===== config.mk =====
export PLATFORM = sky130hd
export DESIGN_NAME = bit_skip_decode
export DESIGN_NICKNAME = d
export VERILOG_FILES = /design/src/shared/bit_skip_pkg.sv /design/src/rtl/bit_skip_decode.sv
export VERILOG_INCLUDE_DIRS = /design/src /design/src/shared
export SDC_FILE = /design/constraint.sdc
export NUM_CORES = 1
export LEC_CHECK = 0
export ABC_CLOCK_PERIOD_IN_PS = 6450
export BUFFER_PORTS_ARGS = -buffer_cell sky130_fd_sc_hd__buf_2
export CAP_MARGIN = 0
export CORE_AREA = 2 2 101 122
export CTS_CLUSTER_DIAMETER = 150
export DETAILED_ROUTE_END_ITERATION = 7
export DIE_AREA = 0 0 103 124
export GPL_ROUTABILITY_DRIVEN = 1
export GPL_TIMING_DRIVEN = 0
export PLACE_DENSITY = 0.69
export SLEW_MARGIN = 15
export SYNTH_ARGS = -nofsm -noshare
export SYNTH_HDL_FRONTEND = slang
export SYNTH_SLANG_ARGS = --single-unit

===== constraint.sdc =====
create_clock -name ref_clk -period 6.45 [get_ports ref_clk]
set_input_delay 0.3225 -clock ref_clk [delete_from_list [all_inputs] [get_ports ref_clk]]
set_output_delay 0.3225 -clock ref_clk [all_outputs]
set_load 0.02 [all_outputs]

===== src/shared/bit_skip_cfg.svh =====
// Constants for the bit test, toggle, skip and overflow branch decoder
`ifndef BIT_SKIP_CFG_SVH
`define BIT_SKIP_CFG_SVH
`define OP_SKIP_CLEAR      4'hB
`define OP_SKIP_SET        4'hA
`define OP_BIT_INVERT      4'h7
`define OP_BRANCH_GROUP    4'hE
`define OP_BRANCH_OV_SUB   4'h4
`define OP_SECOND_WORD     4'hF
`define OP_PREFIX_MSB      15
`define OP_PREFIX_LSB      12
`define OP_SUB_MSB         11
`define OP_SUB_LSB         8
`define BIT_IDX_MSB        11
`define BIT_IDX_LSB        9
`define BANK_FLAG_POS      8
`define ADDR_MSB           7
`define ADDR_LSB           0
`define INDEXED_MAX_ADDR   8'h5F
`define ACCESS_SPLIT_ADDR  8'h60
`define ACCESS_HIGH_BANK   6'h3F
`define QUARTER_LAST       2'h3
`define QUARTER_DECODE     2'h0
`define QUARTER_PROCESS    2'h2
`define PC_STEP            21'h000002
`endif


===== src/shared/bit_skip_pkg.sv =====
// Types for the bit test, toggle, skip and overflow branch decoder
package bit_skip_pkg;
  typedef logic [15:0] insn_t;
  typedef logic [20:0] pc_t;
  typedef logic [13:0] daddr_t;
  typedef logic [7:0]  byte_t;
  typedef enum logic [3:0] {
    ST_EXEC   = 4'h1,
    ST_NOP1   = 4'h2,
    ST_NOP2   = 4'h4,
    ST_BRANCH = 4'h8
  } cyc_e;
endpackage


===== src/rtl/bit_skip_decode.sv =====
// Decode and execute of bit test skip, bit invert and branch on overflow
// Operation
// - Opcode 1011 skips the next instruction when the tested bit is zero.
// - Opcode 1010 skips the next instruction when the tested bit is one.
// - Skipping a one-word instruction discards the prefetched word and runs one no-operation cycle.
// - Skipping a two-word instruction costs three cycles with two no-operation cycles.
// - Bank flag zero resolves the address within the Access Bank.
// - Bank flag one combines the bank select register with the address.
// - Flag zero, extended set, address up to 95 uses indexed literal offset.
// - Opcode 0111 inverts one bit, writes it back, other bits kept.
// - Branch on overflow changes the program counter only with overflow set.
// - Taken branch target is instruction address plus two plus twice offset.
// - Branch opcode group 1110 holds a signed 8-bit offset, doubled.
// - A lone second word of a two-word instruction acts as no-operation.
// - Each instruction cycle spans four clock periods in four quarters.
`timescale 1ns/1ps
`include "bit_skip_cfg.svh"
module bit_skip_decode (
  input  wire logic                ref_clk,       // Core clock, 40 MHz
  input  wire logic                reset,         // Synchronous reset, active high
  input  wire bit_skip_pkg::insn_t insnWord,      // Instruction being executed
  input  wire bit_skip_pkg::pc_t   insnAddr,      // Address of that instruction
  input  wire bit_skip_pkg::insn_t nextWord,      // Prefetched following word
  input  wire logic                nextTwoWord,   // Prefetched word starts a 2-word op
  input  wire logic [5:0]          bankSelectReg, // Bank select register
  input  wire logic                extendedEn,    // Extended instruction set enabled
  input  wire bit_skip_pkg::daddr_t fsrBase,      // Base pointer for indexed mode
  input  wire bit_skip_pkg::byte_t readData,      // Data read at Q2
  input  wire logic                overflowFlag,  // Overflow status flag
  output logic [1:0]               quarter,       // Current quarter phase
  output logic                     cycleStart,    // Pulse at start of each cycle
  output bit_skip_pkg::daddr_t     dataAddr,      // Resolved data address
  output logic                     writeEn,       // Write strobe at Q4
  output bit_skip_pkg::byte_t      writeData,     // Data written back
  output logic                     pcLoad,        // Load program counter at Q4
  output bit_skip_pkg::pc_t        pcTarget,      // New program counter
  output logic                     flushFetch,    // Discard prefetched word
  output logic                     execNop,       // Cycle runs as no-operation
  output logic                     statusWe       // Status flag write, always zero here
);
  import bit_skip_pkg::*;

  logic [1:0]  quarterReg, quarterNext;
  cyc_e        stateReg, stateNext;
  daddr_t      addrReg, addrNext;
  logic        weReg, weNext, pcLdReg, pcLdNext, flushReg, flushNext, nopReg, nopNext;
  byte_t       wdReg, wdNext;
  pc_t         pcReg, pcNext;
  logic        startReg, startNext;
  logic        statusReg, statusNext;

  logic [3:0]  prefix;
  logic [2:0]  bitIdx;
  logic        bankFlag;
  byte_t       fAddr;
  logic        bitVal, isClr, isSet, isInv, isBov, isSecond, skipHit;
  daddr_t      resolved;
  pc_t         offs;

  assign prefix   = insnWord[`OP_PREFIX_MSB:`OP_PREFIX_LSB];
  assign bitIdx   = insnWord[`BIT_IDX_MSB:`BIT_IDX_LSB];
  assign bankFlag = insnWord[`BANK_FLAG_POS];
  assign fAddr    = insnWord[`ADDR_MSB:`ADDR_LSB];
  assign bitVal   = readData[bitIdx];
  assign isClr    = (prefix == `OP_SKIP_CLEAR);
  assign isSet    = (prefix == `OP_SKIP_SET);
  assign isInv    = (prefix == `OP_BIT_INVERT);
  assign isBov    = (prefix == `OP_BRANCH_GROUP)
                    && (insnWord[`OP_SUB_MSB:`OP_SUB_LSB] == `OP_BRANCH_OV_SUB);
  assign isSecond = (prefix == `OP_SECOND_WORD);
  assign skipHit  = (isClr && !bitVal) || (isSet && bitVal);
  assign offs     = {{12{insnWord[7]}}, insnWord[7:0], 1'b0};

  // Data address resolution
  always_comb begin
    if (bankFlag) begin
      resolved = {bankSelectReg, fAddr};
    end else if (extendedEn && (fAddr <= `INDEXED_MAX_ADDR)) begin
      resolved = fsrBase + {6'h00, fAddr};
    end else if (fAddr < `ACCESS_SPLIT_ADDR) begin
      resolved = {6'h00, fAddr};
    end else begin
      resolved = {`ACCESS_HIGH_BANK, fAddr};
    end
  end

  // Quarter phase sequencing
  always_comb begin
    quarterNext = quarterReg + 2'h1;
    startNext   = (quarterReg == `QUARTER_LAST);
  end

  // Instruction cycle control
  always_comb begin
    stateNext = stateReg;
    addrNext  = addrReg;
    weNext    = 1'b0;
    wdNext    = wdReg;
    pcLdNext  = 1'b0;
    pcNext    = pcReg;
    flushNext = 1'b0;
    nopNext    = nopReg;
    statusNext = 1'b0;
    if (quarterReg == `QUARTER_LAST) begin
      case (stateReg)
        ST_EXEC: begin
          if (skipHit) begin
            flushNext = 1'b1;
            stateNext = nextTwoWord ? ST_NOP2 : ST_NOP1;
          end else if (isBov && overflowFlag) begin
            flushNext = 1'b1;
            stateNext = ST_BRANCH;
          end
        end
        ST_NOP2: begin
          flushNext = 1'b1;
          stateNext = ST_NOP1;
        end
        ST_NOP1, ST_BRANCH: begin
          stateNext = ST_EXEC;
        end
        default: stateNext = ST_EXEC;
      endcase
    end else if (quarterReg == `QUARTER_DECODE) begin
      // Taken at decode, so the flag spans one full cycle trailing by one clock
      nopNext = (stateReg != ST_EXEC) || isSecond;
      if (stateReg == ST_EXEC) begin
        addrNext = resolved;
      end
    end else if (quarterReg == `QUARTER_PROCESS && stateReg == ST_EXEC && !isSecond) begin
      if (isInv) begin
        wdNext = readData ^ (byte_t'(1) << bitIdx);
        weNext = 1'b1;
      end
      if (isBov && overflowFlag) begin
        pcNext   = insnAddr + `PC_STEP + offs;
        pcLdNext = 1'b1;
      end
    end
  end

  always_ff @(posedge ref_clk) begin
    if (reset) begin
      quarterReg <= 2'h0;
      startReg   <= 1'b0;
      stateReg   <= ST_EXEC;
      addrReg    <= 14'h0000;
      weReg      <= 1'b0;
      wdReg      <= 8'h00;
      pcLdReg    <= 1'b0;
      pcReg      <= 21'h000000;
      flushReg   <= 1'b0;
      nopReg     <= 1'b0;
      statusReg  <= 1'b0;
    end else begin
      quarterReg <= quarterNext;
      startReg   <= startNext;
      stateReg   <= stateNext;
      addrReg    <= addrNext;
      weReg      <= weNext;
      wdReg      <= wdNext;
      pcLdReg    <= pcLdNext;
      pcReg      <= pcNext;
      flushReg   <= flushNext;
      nopReg     <= nopNext;
      statusReg  <= statusNext;
    end
  end

  assign quarter    = quarterReg;
  assign cycleStart = startReg;
  assign dataAddr   = addrReg;
  assign writeEn    = weReg;
  assign writeData  = wdReg;
  assign pcLoad     = pcLdReg;
  assign pcTarget   = pcReg;
  assign flushFetch = flushReg;
  assign execNop    = nopReg;
  assign statusWe   = statusReg;
endmodule // bit_skip_decode


* Word level (Yosys, flattened, before mapping)
Index checks and enable logic that the tools add are counted.
** Word-level totals
- Flip-flop bits (word level) :: 54
- Latch bits :: 0
- Bits in writable memories :: 0
- ROM bits :: 0
- Input bits :: 86
- Output and inout bits :: 51
- Logic and storage cells :: 66
- Memories kept :: 0
** Operators by class
- Add/subtract/negate cells :: 4
- Multipliers :: 0
- Div/mod/pow operators :: 0
- $lt $le $gt $ge :: 3
- Equal/unequal tests :: 12
- Shift operators :: 1
- Muxes and demuxes :: 13
- Bitwise operators :: 4
- Reduce and logical (&&, ||, !) cells :: 19
** Operator list (count)
- 14-bit 2-to-1 mux :: 3
- 21-bit by 2-bit adder with 21-bit output (second input constant) :: 1
- 21-bit adder :: 1
- 4-bit equality test (second input constant) :: 4
- 14-bit by 8-bit adder with 14-bit output :: 1
- 4-bit by 3-bit equality test with 1-bit output (second input constant) :: 3
- 8-bit by 7-bit less-or-equal comparator with 1-bit output (second input constant) :: 1
- 8-bit by 7-bit less-than comparator with 1-bit output (second input constant) :: 1
- 4-bit 2-to-1 mux :: 2
- 4-bit one-hot mux with 2 select lines :: 1
- 4-bit AND reduction :: 2
- 1-bit by 3-bit left shift with 8-bit output (first input constant) :: 1
- 8-bit XOR :: 1
- 1-bit logical AND :: 7
- 2-bit equality test (second input constant) :: 2
- 4-bit by 1-bit equality test with 1-bit output (second input constant) :: 1
- 3-bit by 4-bit less-than comparator with 1-bit output (second input constant) :: 1
- 1-bit 2-to-1 mux :: 4
- 4-bit by 1-bit != test with 1-bit output (second input constant) :: 1
- 2-bit AND reduction :: 2
- 4-bit OR reduction :: 1
- 1-bit binary-select mux with 3-bit select :: 1
- 3-bit 2-to-1 mux :: 1
- 3-bit != test (second input constant) :: 1
- 8 further kinds :: 12

* Depth between registers and ports, before layout
Gate-level depths: netlist of run 1.
- Depth after elaboration :: 7
- Mapped depth :: 12
- Gate-level depth less buffers :: 12

* Worst setup path after synthesis of run 1
Ideal clock, no wire load.
- Kind :: input -> register
- Start :: input port insnWord[1]
- End :: register pcReg[14], in the netlist pcTarget[14]
- Library setup time :: 0.138 ns
- Data arrival time :: 2.322 ns
- Setup slack :: 3.990 ns
- Stages :: 10
- Buffers on the path :: 0
- Cells stage by stage :: ha_1 -> ha_1 -> inv_1 -> fa_1 -> nor2b_1 -> o31a_1 -> o2111a_1 -> nor2_1 -> o311ai_0 -> o211ai_2
** On the way
- Cells in the longest elaborated chain, start to end :: 1
** Ends and longest elaborated chain
- start: declaration :: RTL line bit_skip_decode.sv:21 : input wire bit_skip_pkg::insn_t insnWord,
- 21-bit adder :: RTL line bit_skip_decode.sv:136 : pcNext = insnAddr + `PC_STEP + offs;
- end signal: assignment :: RTL line bit_skip_decode.sv:163 : pcReg <= pcNext;
- end: declaration :: RTL line bit_skip_decode.sv:48 : pc_t pcReg, pcNext;
Every way passes these cells.
A chain may end at the register's enable or synchronous reset.

* Worst setup path in the final report of run 1
Ends and elaborated chain as after synthesis.

==> results of run 1 <==
## layout make-up
cell class	count	area (µm²)
Clock inverter	3	48.8
Buffer	27	119
Fill cell	1212	6340
Sequential cell	54	1080
Timing Repair Buffer	119	596
Multi-Input combinational cell	425	2940
Tap cell	157	196
Clock buffer	5	125
Inverter	16	60.1
## cells in the mapped netlist, types with 6 or more instances
master / instances / share of area
dfxtp_1: 54 / 0.26
nand2_1: 51 / 0.046
ha_1: 48 / 0.14
nor2_1: 48 / 0.043
a21oi_1: 40 / 0.048
nand3_1: 23 / 0.027
clkbuf_1: 17 / 0.015
inv_1: 15 / 0.013
nor3_1: 15 / 0.018
o21ai_0: 15 / 0.018
o21ai_1: 15 / 0.018
o21a_1: 13 / 0.023
xor2_1: 12 / 0.025
a21o_1: 11 / 0.020
a211oi_1: 10 / 0.018
nand3b_1: 10 / 0.018
xnor2_1: 8 / 0.017
o211ai_1: 7 / 0.012
or3_1: 7 / 0.010
and3_1: 6 / 0.0089
nor2b_1: 6 / 0.0089
## state kept, by name, indices dropped and copies added, names as in the netlist
signal      cells
cycleStart      1
dataAddr       14
execNop         1
flushFetch      1
pcLoad          1
pcTarget       21
quarter         2
stateReg        4
writeData       8
writeEn         1
## cell usage in the layout (no fill, tap or decap), types with 4 or more instances in the layout
| cell | n |
|---|---|
| ha_1 | 48 |
| dfxtp_1 | 54 |
| a211oi_1 | 10 |
| o211ai_1 | 7 |
| inv_1 | 15 |
| nand2_1 | 51 |
| nor2_1 | 48 |
| nor4b_1 | 4 |
| o21ai_0 | 15 |
| o21a_1 | 13 |
| buf_2 | 124 |
| o31ai_1 | 5 |
| a21oi_1 | 40 |
| xor2_1 | 12 |
| nor2b_1 | 6 |
| and3_1 | 6 |
| o21ai_1 | 15 |
| clkbuf_1 | 17 |
| or3_1 | 7 |
| a21o_1 | 11 |
| nand3b_1 | 10 |
| nor3_1 | 15 |
| xnor2_1 | 8 |
| nand3_1 | 23 |
| clkbuf_16 | 5 |
## through the flow
| stage | power, mW | util |
|---|---|---|
| 2_1_floorplan | 0.564 | - |
| 3_3_place_gp | 0.648 | 0.434 |
| 3_5_place_dp | 0.655 | 0.434 |
| 4_1_cts | 0.984 | 0.449 |
| 5_1_grt | 1.03 | 0.449 |
| 6_report | 0.976 | 0.449 |
## worst paths after layout
path	to	slack [ns]	from
worst max-delay path	pcTarget[14]$_SDFFE_PP0P_	3.82	insnWord[1]
worst max register to register	pcTarget[13]$_SDFFE_PP0P_	4.12	stateReg[3]$_SDFFE_PP0P_
worst min register to register	pcTarget[17]$_SDFFE_PP0P_	0.46	pcTarget[17]$_SDFFE_PP0P_
worst min-delay path	pcTarget[0]$_SDFFE_PP0P_	0.26	insnAddr[0]
## worst register-to-register path, delay by kind of cell (launching register included)
family / cells / cell delay, ns
AND/OR/NAND/NOR: 4 / 1.15
buffers and inverters: 1 / 0.44
flip-flops: 1 / 0.37
AO/OA/AOI/OAI: 2 / 0.25
## power by group through the flow
stage	logic [mW]	registers [mW]	clock network [mW]
after floorplan	0.189	0.375	0
after global placement	0.287	0.361	0
after detailed placement	0.294	0.361	0
after CTS	0.296	0.354	0.334
after global routing	0.332	0.355	0.345
final	0.296	0.354	0.326
## cell families after synthesis
logic type,count (synthesis),synth area share
multiplexers,4,0.00982
AND/OR/NAND/NOR,193,0.238
flip-flops,54,0.257
XOR/XNOR,20,0.0417
other,1,0.000892
AO/OA/AOI/OAI,157,0.257
buffers and inverters,43,0.0426
adder cells (fa/ha/maj),50,0.152
## layer usage
| metal | track usage | part of all wire |
|---|---|---|
| met1 | 0.230 | 0.41 |
| met4 | 0.0905 | 0.033 |
| met2 | 0.334 | 0.49 |
| met3 | 0.0410 | 0.066 |
| met5 | 0 | 0 |
==> flow_summary.ini, run 1 <==
[worst_setup_path]
cp_max_fo = 6
crit_type = input pin to flop
cpPeakStageDelay_ns = 0.41
crit_top_cell = ha_1
cp.depth = 11
startpoint_type = input pin
cpLargestDelayFamily = compound AO/OA/AOI/OAI gates
r2r_cells = 7
required_ns = 6.62
crit_chain = buf_2 -> ha_1 -> ha_1 -> inv_1 -> fa_1 -> nor2b_1 -> o31a_1 -> o2111a_1 -> nor2_1 -> o311ai_0 -> o211ai_2
cp.arrival_ns = 2.81
slowest_stage = o311ai_0
crit_buf_inv = 2
critPathCaptureType = flop

[power_and_ir_drop]
clkPwrFrac = 0.334
power_frac_comb = 0.304
power.leakage_nw = 2.40
power_density_nw_per_um2 = 189
netSwitchingFraction = 0.333
ir_worst_vdd_mv = 0.0925
power.share.sequential = 0.362
p_int_mw = 0.651
p_sw_mw = 0.325

[clock_network]
max-clock-path-buffers = 2
postCtsSetupBuffers = 0
h-tree-depth = 2
cts_sinks = 54
cts_tree = yes
cts_resized = 0
hold_buffers = 0
cts_buffers = 5
clk_transition_reported_paths_ns = 0.08
clk_latency_ns = 0.30
root_buffer = clkbuf_16

[synth]
synth_edf_count = 0
synth_nets = 658
synth_cells = 522
yosys_warnings = 0
netlist-cell-type-count = 77
ys.flop_type = dfxtp_1
yosysSeqAreaShare = 0.257
synth_area_um2 = 4200
ys_ff_latch = 54
syn_area_per_cell_um2 = 8.05
async_flop_share = 0

[sta]
setup_viol = 0
max_freq_mhz = 380
final_hold_viol_count = 0
drv_slew = 0
setup_slack_ns = 3.82
max_slew_margin = 0.550
worstMarginPinSlew_ns = 0.665
whs_ns = 0.257
finalSetupTns_ns = 0
post-route-period-util = 0.408
fin_crit_ns = 2.63
rsz0062_at_grt = no
skew_ns = 0.00796

[route]
viasPerCell = 5.40
drc = 0
drtIter0Drc = 242
wl_per_cell_um = 15.4
firstDrtPassIters = 5
ant_nets = 0
routed_wl_um = 12400
vias = 4354

[place]
gp_congestion = 0.890
placed_area_um2 = 5000
pre_cts_ws_ns = 3.52
dpl.cell_count = 798
io_buffers = 119
dpl.hpwl_um = 9860

[grt]
grt_pass1_wl_um = 19600
grt_max_degree = 19
track_usage = 0.195
grt_overflow = 0
antenna_found_initial = 0
grt_pass1_vias = 4280

[die]
ios = 137
die_w_um = 103
die_h_um = 124
fp-row-count = 43
dieArea_um2 = 12800
coreArea_um2 = 11500
initial_utilization = 0.365

[finish]
area_growth_pct = 23.0
stdcell_area_um2 = 5170
layout.nets = 784
fin_cells = 806
drive_gt1_frac = 0.223
antenna_cells = 0

[outcome]
run_status = completed

[min_path]
min_path_type = input pin to flop
worst_hold_path.num_cells = 3

[job]
cap_violations = 0
Power figures use the tool's default switching activity.
==> run 2: changes to the inputs <==
--- a/config.mk
+++ b/config.mk
@@ -6,7 +6,8 @@
 export SDC_FILE = /design/constraint.sdc
 export NUM_CORES = 1
 export LEC_CHECK = 0
-export ABC_CLOCK_PERIOD_IN_PS = 6450
+export ABC_AREA = 1
+export ABC_CLOCK_PERIOD_IN_PS = 2700
 export BUFFER_PORTS_ARGS = -buffer_cell sky130_fd_sc_hd__buf_2
 export CAP_MARGIN = 0
 export CORE_AREA = 2 2 101 122
==> constraint.sdc (replaced) <==
create_clock -name ref_clk -period 2.7 [get_ports ref_clk]
set_input_delay 0.135 -clock ref_clk [delete_from_list [all_inputs] [get_ports ref_clk]]
set_output_delay 0.135 -clock ref_clk [all_outputs]
set_load 0.02 [all_outputs]
==> run 2 against run 1 <==
Against the previous run: register-to-register slack got worse by 3.4 ns; first-iteration DRC count fell by 37%; sequential power rose by 140%; power rose by 130%; sequential share of layout area rose by 0.20 points; non-clock buffer count fell by 15; wire length fell by 7.0%; clock power rose by 97%; flip-flop and latch count did not move; critical path type is now flop to flop; largest cell class unchanged; largest power group unchanged; highest routed layer unchanged.
==> flow_summary.ini, run 2 <==
[worst_setup_path]
critPathCaptureType = flop
slowest_stage = dfxtp_1
cpPeakStageDelay_ns = 0.38
required_ns = 2.94
cp.arrival_ns = 2.24
crit_chain = inv_1 -> ha_1 -> inv_1 -> nor2_1 -> nand2_1 -> clkinv_1 -> nand3_1 -> o211ai_1 -> inv_1
cp-startpoint = quarter[0]$_SDFF_PP0_
crit_type = flop to flop
r2r-start = quarter[0]$_SDFF_PP0_
crit_top_cell = inv_1
cp_max_fo = 9
startpoint_type = flop

[die]
coreArea_um2 = 11500
fp-row-count = 43
die_h_um = 124
die_w_um = 103
initial_utilization = 0.365
ios = 137
dieArea_um2 = 12800

[sta]
max_freq_mhz = 501
max_slew_margin = 0.592
finalSetupTns_ns = 0
setup_viol = 0
skew_ns = 0.00705
drv_slew = 0
fin_crit_ns = 2.00
worstMarginPinSlew_ns = 0.612
rsz0062_at_grt = no
final_hold_viol_count = 0
post-route-period-util = 0.740

[route]
routed_wl_um = 11500
drc = 0
vias = 4435
ant_nets = 0
wl_per_cell_um = 12.7
viasPerCell = 4.87
firstDrtPassIters = 4
drtIter0Drc = 153

[clock_network]
hold_buffers = 0
max-clock-path-buffers = 2
postCtsSetupBuffers = 0
clk_latency_ns = 0.29
cts_sinks = 54
cts_resized = 0
cts_tree = yes
clk_transition_reported_paths_ns = 0.07
h-tree-depth = 2
root_buffer = clkbuf_16
cts_buffers = 5

[power_and_ir_drop]
power_frac_comb = 0.329
clkPwrFrac = 0.289
power.leakage_nw = 2.80
ir_worst_vdd_mv = 0.287
netSwitchingFraction = 0.352
power_density_nw_per_um2 = 434
p_sw_mw = 0.781
p_total_mw = 2.22
p_int_mw = 1.44
power.share.sequential = 0.382

[grt]
grt_pass1_wl_um = 18600
grt_overflow = 0
track_usage = 0.183
antenna_found_initial = 1
grt_max_degree = 17
grt_pass1_vias = 4140

[place]
dpl.hpwl_um = 9450
gp_congestion = 0.910
dpl.cell_count = 904
io_buffers = 117

[synth]
synth_area_um2 = 4200
synth_nets = 766
synth_most_common_cell = nand2_1
ys.flop_type = dfxtp_1
synth.top_cell.area_share = 0.257
synthTopCellsByArea = dfxtp_1 (26%), ha_1 (14%), nand2_1 (11%)
synth_edf_count = 0
yosysSeqAreaShare = 0.257
async_flop_share = 0
ys_ff_latch = 54
ys_top_cells_by_count = nand2_1 (124), nor2_1 (86), inv_1 (78), a21oi_1 (57), dfxtp_1 (54)
syn_area_per_cell_um2 = 6.67
yosys.area.top_type = dfxtp_1
yosys_warnings = 0
netlist-cell-type-count = 37
synth_cells = 630

[finish]
largest_register_ffs = 21
antenna_cells = 0
drive_gt1_frac = 0.190
layout.nets = 890
final_common_cell = nand2_1
area_growth_pct = 21.9
mostFrequentLayoutCells = nand2_1 (124), buf_2 (119), nor2_1 (86), inv_1 (78), a21oi_1 (57)
final.fill_count = 1283
fin_cells = 911
post-route-util = 0.445

[min_path]
worstHoldStart = insnAddr[0]
min_path_type = input pin to flop

[job]
cap_violations = 0

[outcome]
run_status = completed
==> run 2: metrics by stage <==
step	hold slack (ns)	worst slack [ns]	instance area, µm²
after global placement	0.389	0.419	4980
after detailed placement	0.398	0.418	4980
after global routing	0.111	0.510	5120
final	0.0998	0.702	5120
after CTS	0.0915	0.644	5120
after floorplan	0.270	0.881	4200
==> run 2: power groups by stage <==
stage | sequential (mW) | clock [mW] | combinational, mW
5_1_grt | 0.853 | 0.686 | 0.826
2_1_floorplan | 0.908 | 0 | 0.461
3_3_place_gp | 0.867 | 0 | 0.723
3_5_place_dp | 0.867 | 0 | 0.728
4_1_cts | 0.849 | 0.660 | 0.733
6_report | 0.849 | 0.643 | 0.730
==> run 2: worst paths after layout <==
path	to	slack, ns	cells after the start
min	pcTarget[0]$_SDFFE_PP0P_	0.1	3
min reg2reg	quarter[0]$_SDFF_PP0_	0.46	1
max reg2reg	pcTarget[11]$_SDFFE_PP0P_	0.70	9
max	pcTarget[11]$_SDFFE_PP0P_	0.70	9
==> run 2: cell type report <==
| cell class | count | area (µm²) | share of cell area |
|---|---|---|---|
| Timing Repair Buffer | 117 | 586 | 0.114 |
| Tap cell | 157 | 196 | 0.0384 |
| Sequential cell | 54 | 1080 | 0.211 |
| Clock inverter | 2 | 13.8 | 0.00269 |
| Buffer | 14 | 96.3 | 0.0188 |
| Inverter | 82 | 313 | 0.0611 |
| Multi-Input combinational cell | 480 | 2710 | 0.529 |
| Clock buffer | 5 | 125 | 0.0244 |
==> run 2: kinds of logic (layout without fill, tap and decap cells) <==
kind of cell | count (synthesis) | in the layout | share of synthesized area
XOR/XNOR | 21 | 21 | 0.0438
AND/OR/NAND/NOR | 288 | 288 | 0.293
adder cells (fa/ha/maj) | 50 | 50 | 0.153
AO/OA/AOI/OAI | 120 | 120 | 0.155
flip-flops | 54 | 54 | 0.257
other | 1 | 1 | 0.000893
buffers and inverters | 96 | 220 | 0.0974
==> run 2: layer usage <==
layer,global-route usage,vias to the layer above,wire (µm),part of all wire
met3,0.0387,12,708,0.061
li1,-,2326,-,-
met5,0,-,0,0
met2,0.333,113,5630,0.49
met1,0.218,1984,5020,0.44
met4,0.0411,0,171,0.015
==> run 2: critical path: cells and delay by family, from the launching register on <==
family / cells / cell delay, ns
compound gates: 1 / 0.10
fa+ha+maj: 1 / 0.31
buf+inv: 4 / 0.62
flops: 1 / 0.38
simple gates: 3 / 0.54
==> run 3: changes to the inputs <==
--- a/config.mk
+++ b/config.mk
@@ -7,7 +7,7 @@
 export NUM_CORES = 1
 export LEC_CHECK = 0
 export ABC_AREA = 1
-export ABC_CLOCK_PERIOD_IN_PS = 2700
+export ABC_CLOCK_PERIOD_IN_PS = 1900
 export BUFFER_PORTS_ARGS = -buffer_cell sky130_fd_sc_hd__buf_2
 export CAP_MARGIN = 0
 export CORE_AREA = 2 2 101 122
==> constraint.sdc (replaced) <==
create_clock -name ref_clk -period 1.9 [get_ports ref_clk]
set_input_delay 0.095 -clock ref_clk [delete_from_list [all_inputs] [get_ports ref_clk]]
set_output_delay 0.095 -clock ref_clk [all_outputs]
set_load 0.02 [all_outputs]
==> run 3 against run 2 <==
Against the previous run: first-iteration DRC count down 10%; cell area up 1.1%; register-to-register slack worse by 0.54 ns; worst setup slack worse by 0.55 ns; cell count up 0.22%; flip-flop and latch count unchanged; clock power up 43%; die area unchanged.
==> flow_summary.ini, run 3 (synthesis gave the netlist of run 2 again) <==
[outcome]
run_status = completed

[finish]
drive_gt1_frac = 0.209
fin_cells = 913
area_growth_pct = 23.3
final_common_cell = nand2_1
mostFrequentLayoutCells = nand2_1 (119), buf_2 (118), nor2_1 (85), inv_1 (78), a21oi_1 (55)
stdcell_area_um2 = 5180
post-route-util = 0.450
seq_area_um2 = 1080
antenna_cells = 0
final.fill_count = 1283
multiInputGateArea_um2 = 2740
layout.nets = 892
largest_register_ffs = 21

[worst_setup_path]
cpLargestDelayFamily = adder cells
cpPeakStageDelay_ns = 0.35
crit_buf_inv = 4
r2r-start = stateReg[3]$_SDFFE_PP0P_
required_ns = 2.09
startpoint_type = input pin
crit_chain = buf_2 -> ha_1 -> ha_1 -> inv_1 -> fa_2 -> inv_1 -> nand3_1 -> nand2_2 -> nand3_1 -> nand2_2 -> nand3_1 -> nand3_1 -> nand3_1 -> nand2_1 -> inv_1
cp.arrival_ns = 1.94
r2r_end = pcTarget[11]$_SDFFE_PP0P_
ff2ff_setup_slack_ns = 0.16
critPathCaptureType = flop
cp_max_fo = 4
crit_top_cell = nand3_1
slowest_stage = fa_2
crit_type = input pin to flop
r2r_cells = 10

[power_and_ir_drop]
ir_worst_vdd_mv = 0.415
power_density_nw_per_um2 = 613
power.leakage_nw = 2.82

[place]
gp_congestion = 0.910
placed_area_um2 = 4980
io_buffers = 117
dpl.cell_count = 904
dpl.hpwl_um = 9450

[die]
die_w_um = 103
die_h_um = 124
coreArea_um2 = 11500
initial_utilization = 0.365
dieArea_um2 = 12800
fp-row-count = 43
ios = 137

[grt]
antenna_found_initial = 1
grt_pass1_wl_um = 18600
grt_pass1_vias = 4140
grt_max_degree = 17
track_usage = 0.183
grt_overflow = 0

[route]
drc = 0
vias = 4407
drtIter0Drc = 137
firstDrtPassIters = 4
viasPerCell = 4.83
ant_nets = 0
routed_wl_um = 11600
wl_per_cell_um = 12.7

[sta]
drv_slew = 0
final_hold_viol_count = 0
setup_viol = 0
max_slew_margin = 0.592
worstMarginPinSlew_ns = 0.612
post-route-period-util = 0.921
skew_ns = 0.00452
max_freq_mhz = 571
whs_ns = 0.0599
fin_crit_ns = 1.75
finalSetupTns_ns = 0

[clock_network]
cts_sinks = 54
clk_transition_reported_paths_ns = 0.07
cts_buffers = 5
max-clock-path-buffers = 2
root_buffer = clkbuf_16
h-tree-depth = 2
cts_tree = yes
clk_latency_ns = 0.29

[min_path]
worstHoldStart = insnAddr[0]
worst_hold_path.num_cells = 3
min_path_type = input pin to flop
hold_end = pcTarget[0]$_SDFFE_PP0P_

[job]
cap_violations = 0
==> run 3: cell count changes in the layout (fill, tap and decap cells not counted), moves of 2 or more <==
cell	before	now
buf_4	1	3
nand2_2	1	6
a21oi_2	0	2
nand2_1	124	119
a21oi_1	57	55
==> run 3: metrics by stage <==
stage          worst slack, ns  total power [mW]
3_3_place_gp            -0.341              2.26
4_1_cts                 0.0311              3.19
6_report                 0.150              3.18
5_1_grt               -0.00875              3.38
2_1_floorplan            0.121              1.95
3_5_place_dp            -0.342              2.27
==> run 3: timing repair <==
action / CTS / global route
endpoints found under the hold margin: 0 / 0
endpoints found under the setup margin: 7 / 20
buffers inserted: 0 / 2
gates cloned: 0 / 0
gates resized for setup: 3 / 15
pin swaps: 0 / 2
hold buffers: 0 / 0
==> run 3: worst register-to-register path: cells and delay by family (launching register included) <==
family,cells,cell delay [ns]
simple gates,7,0.99
buf+inv,2,0.20
compound gates,1,0.11
flops,1,0.33
==> run 3: worst max-delay path by stage <==
stage | start | end | slack, ns | depth (start not counted)
3_5_place_dp | insnWord[7] | pcTarget[20]$_SDFFE_PP0P_ | -0.34 | 10
4_1_cts | quarter[0]$_SDFF_PP0_ | dataAddr[5]$_SDFFE_PP0P_ | 0.03 | 9
2_1_floorplan | insnWord[1] | pcTarget[18]$_SDFFE_PP0P_ | 0.12 | 14
5_1_grt | insnWord[3] | pcTarget[19]$_SDFFE_PP0P_ | -0.009 | 15
3_3_place_gp | insnWord[7] | pcTarget[20]$_SDFFE_PP0P_ | -0.34 | 10
6_report | insnWord[1] | pcTarget[18]$_SDFFE_PP0P_ | 0.15 | 15
==> run 3: area by class of cell <==
type | instances | area share
multi-input cells | 480 | 0.530
repair buffers | 119 | 0.117
plain buffers | 14 | 0.0188
flip-flops and latches | 54 | 0.209
clock buffers | 5 | 0.0242
clock inverters | 2 | 0.00266
inverters | 82 | 0.0609
well taps | 157 | 0.0379
==> run 3: report_power, final <==
part	internal [mW]	total (mW)	switching, mW	leakage (nW)
clock network	0.485	0.919	0.433	0.0701
logic	0.390	1.05	0.661	2.31
registers	1.18	1.21	0.0248	0.439
total	2.06	3.18	1.12	2.82
==> run 3: layer usage <==
layer,global-route usage,share of wire,vias to the layer above
met5,0,0,-
met4,0.0411,0.011,0
met3,0.0387,0.061,8
met2,0.333,0.49,109
met1,0.218,0.44,1972
li1,-,-,2318
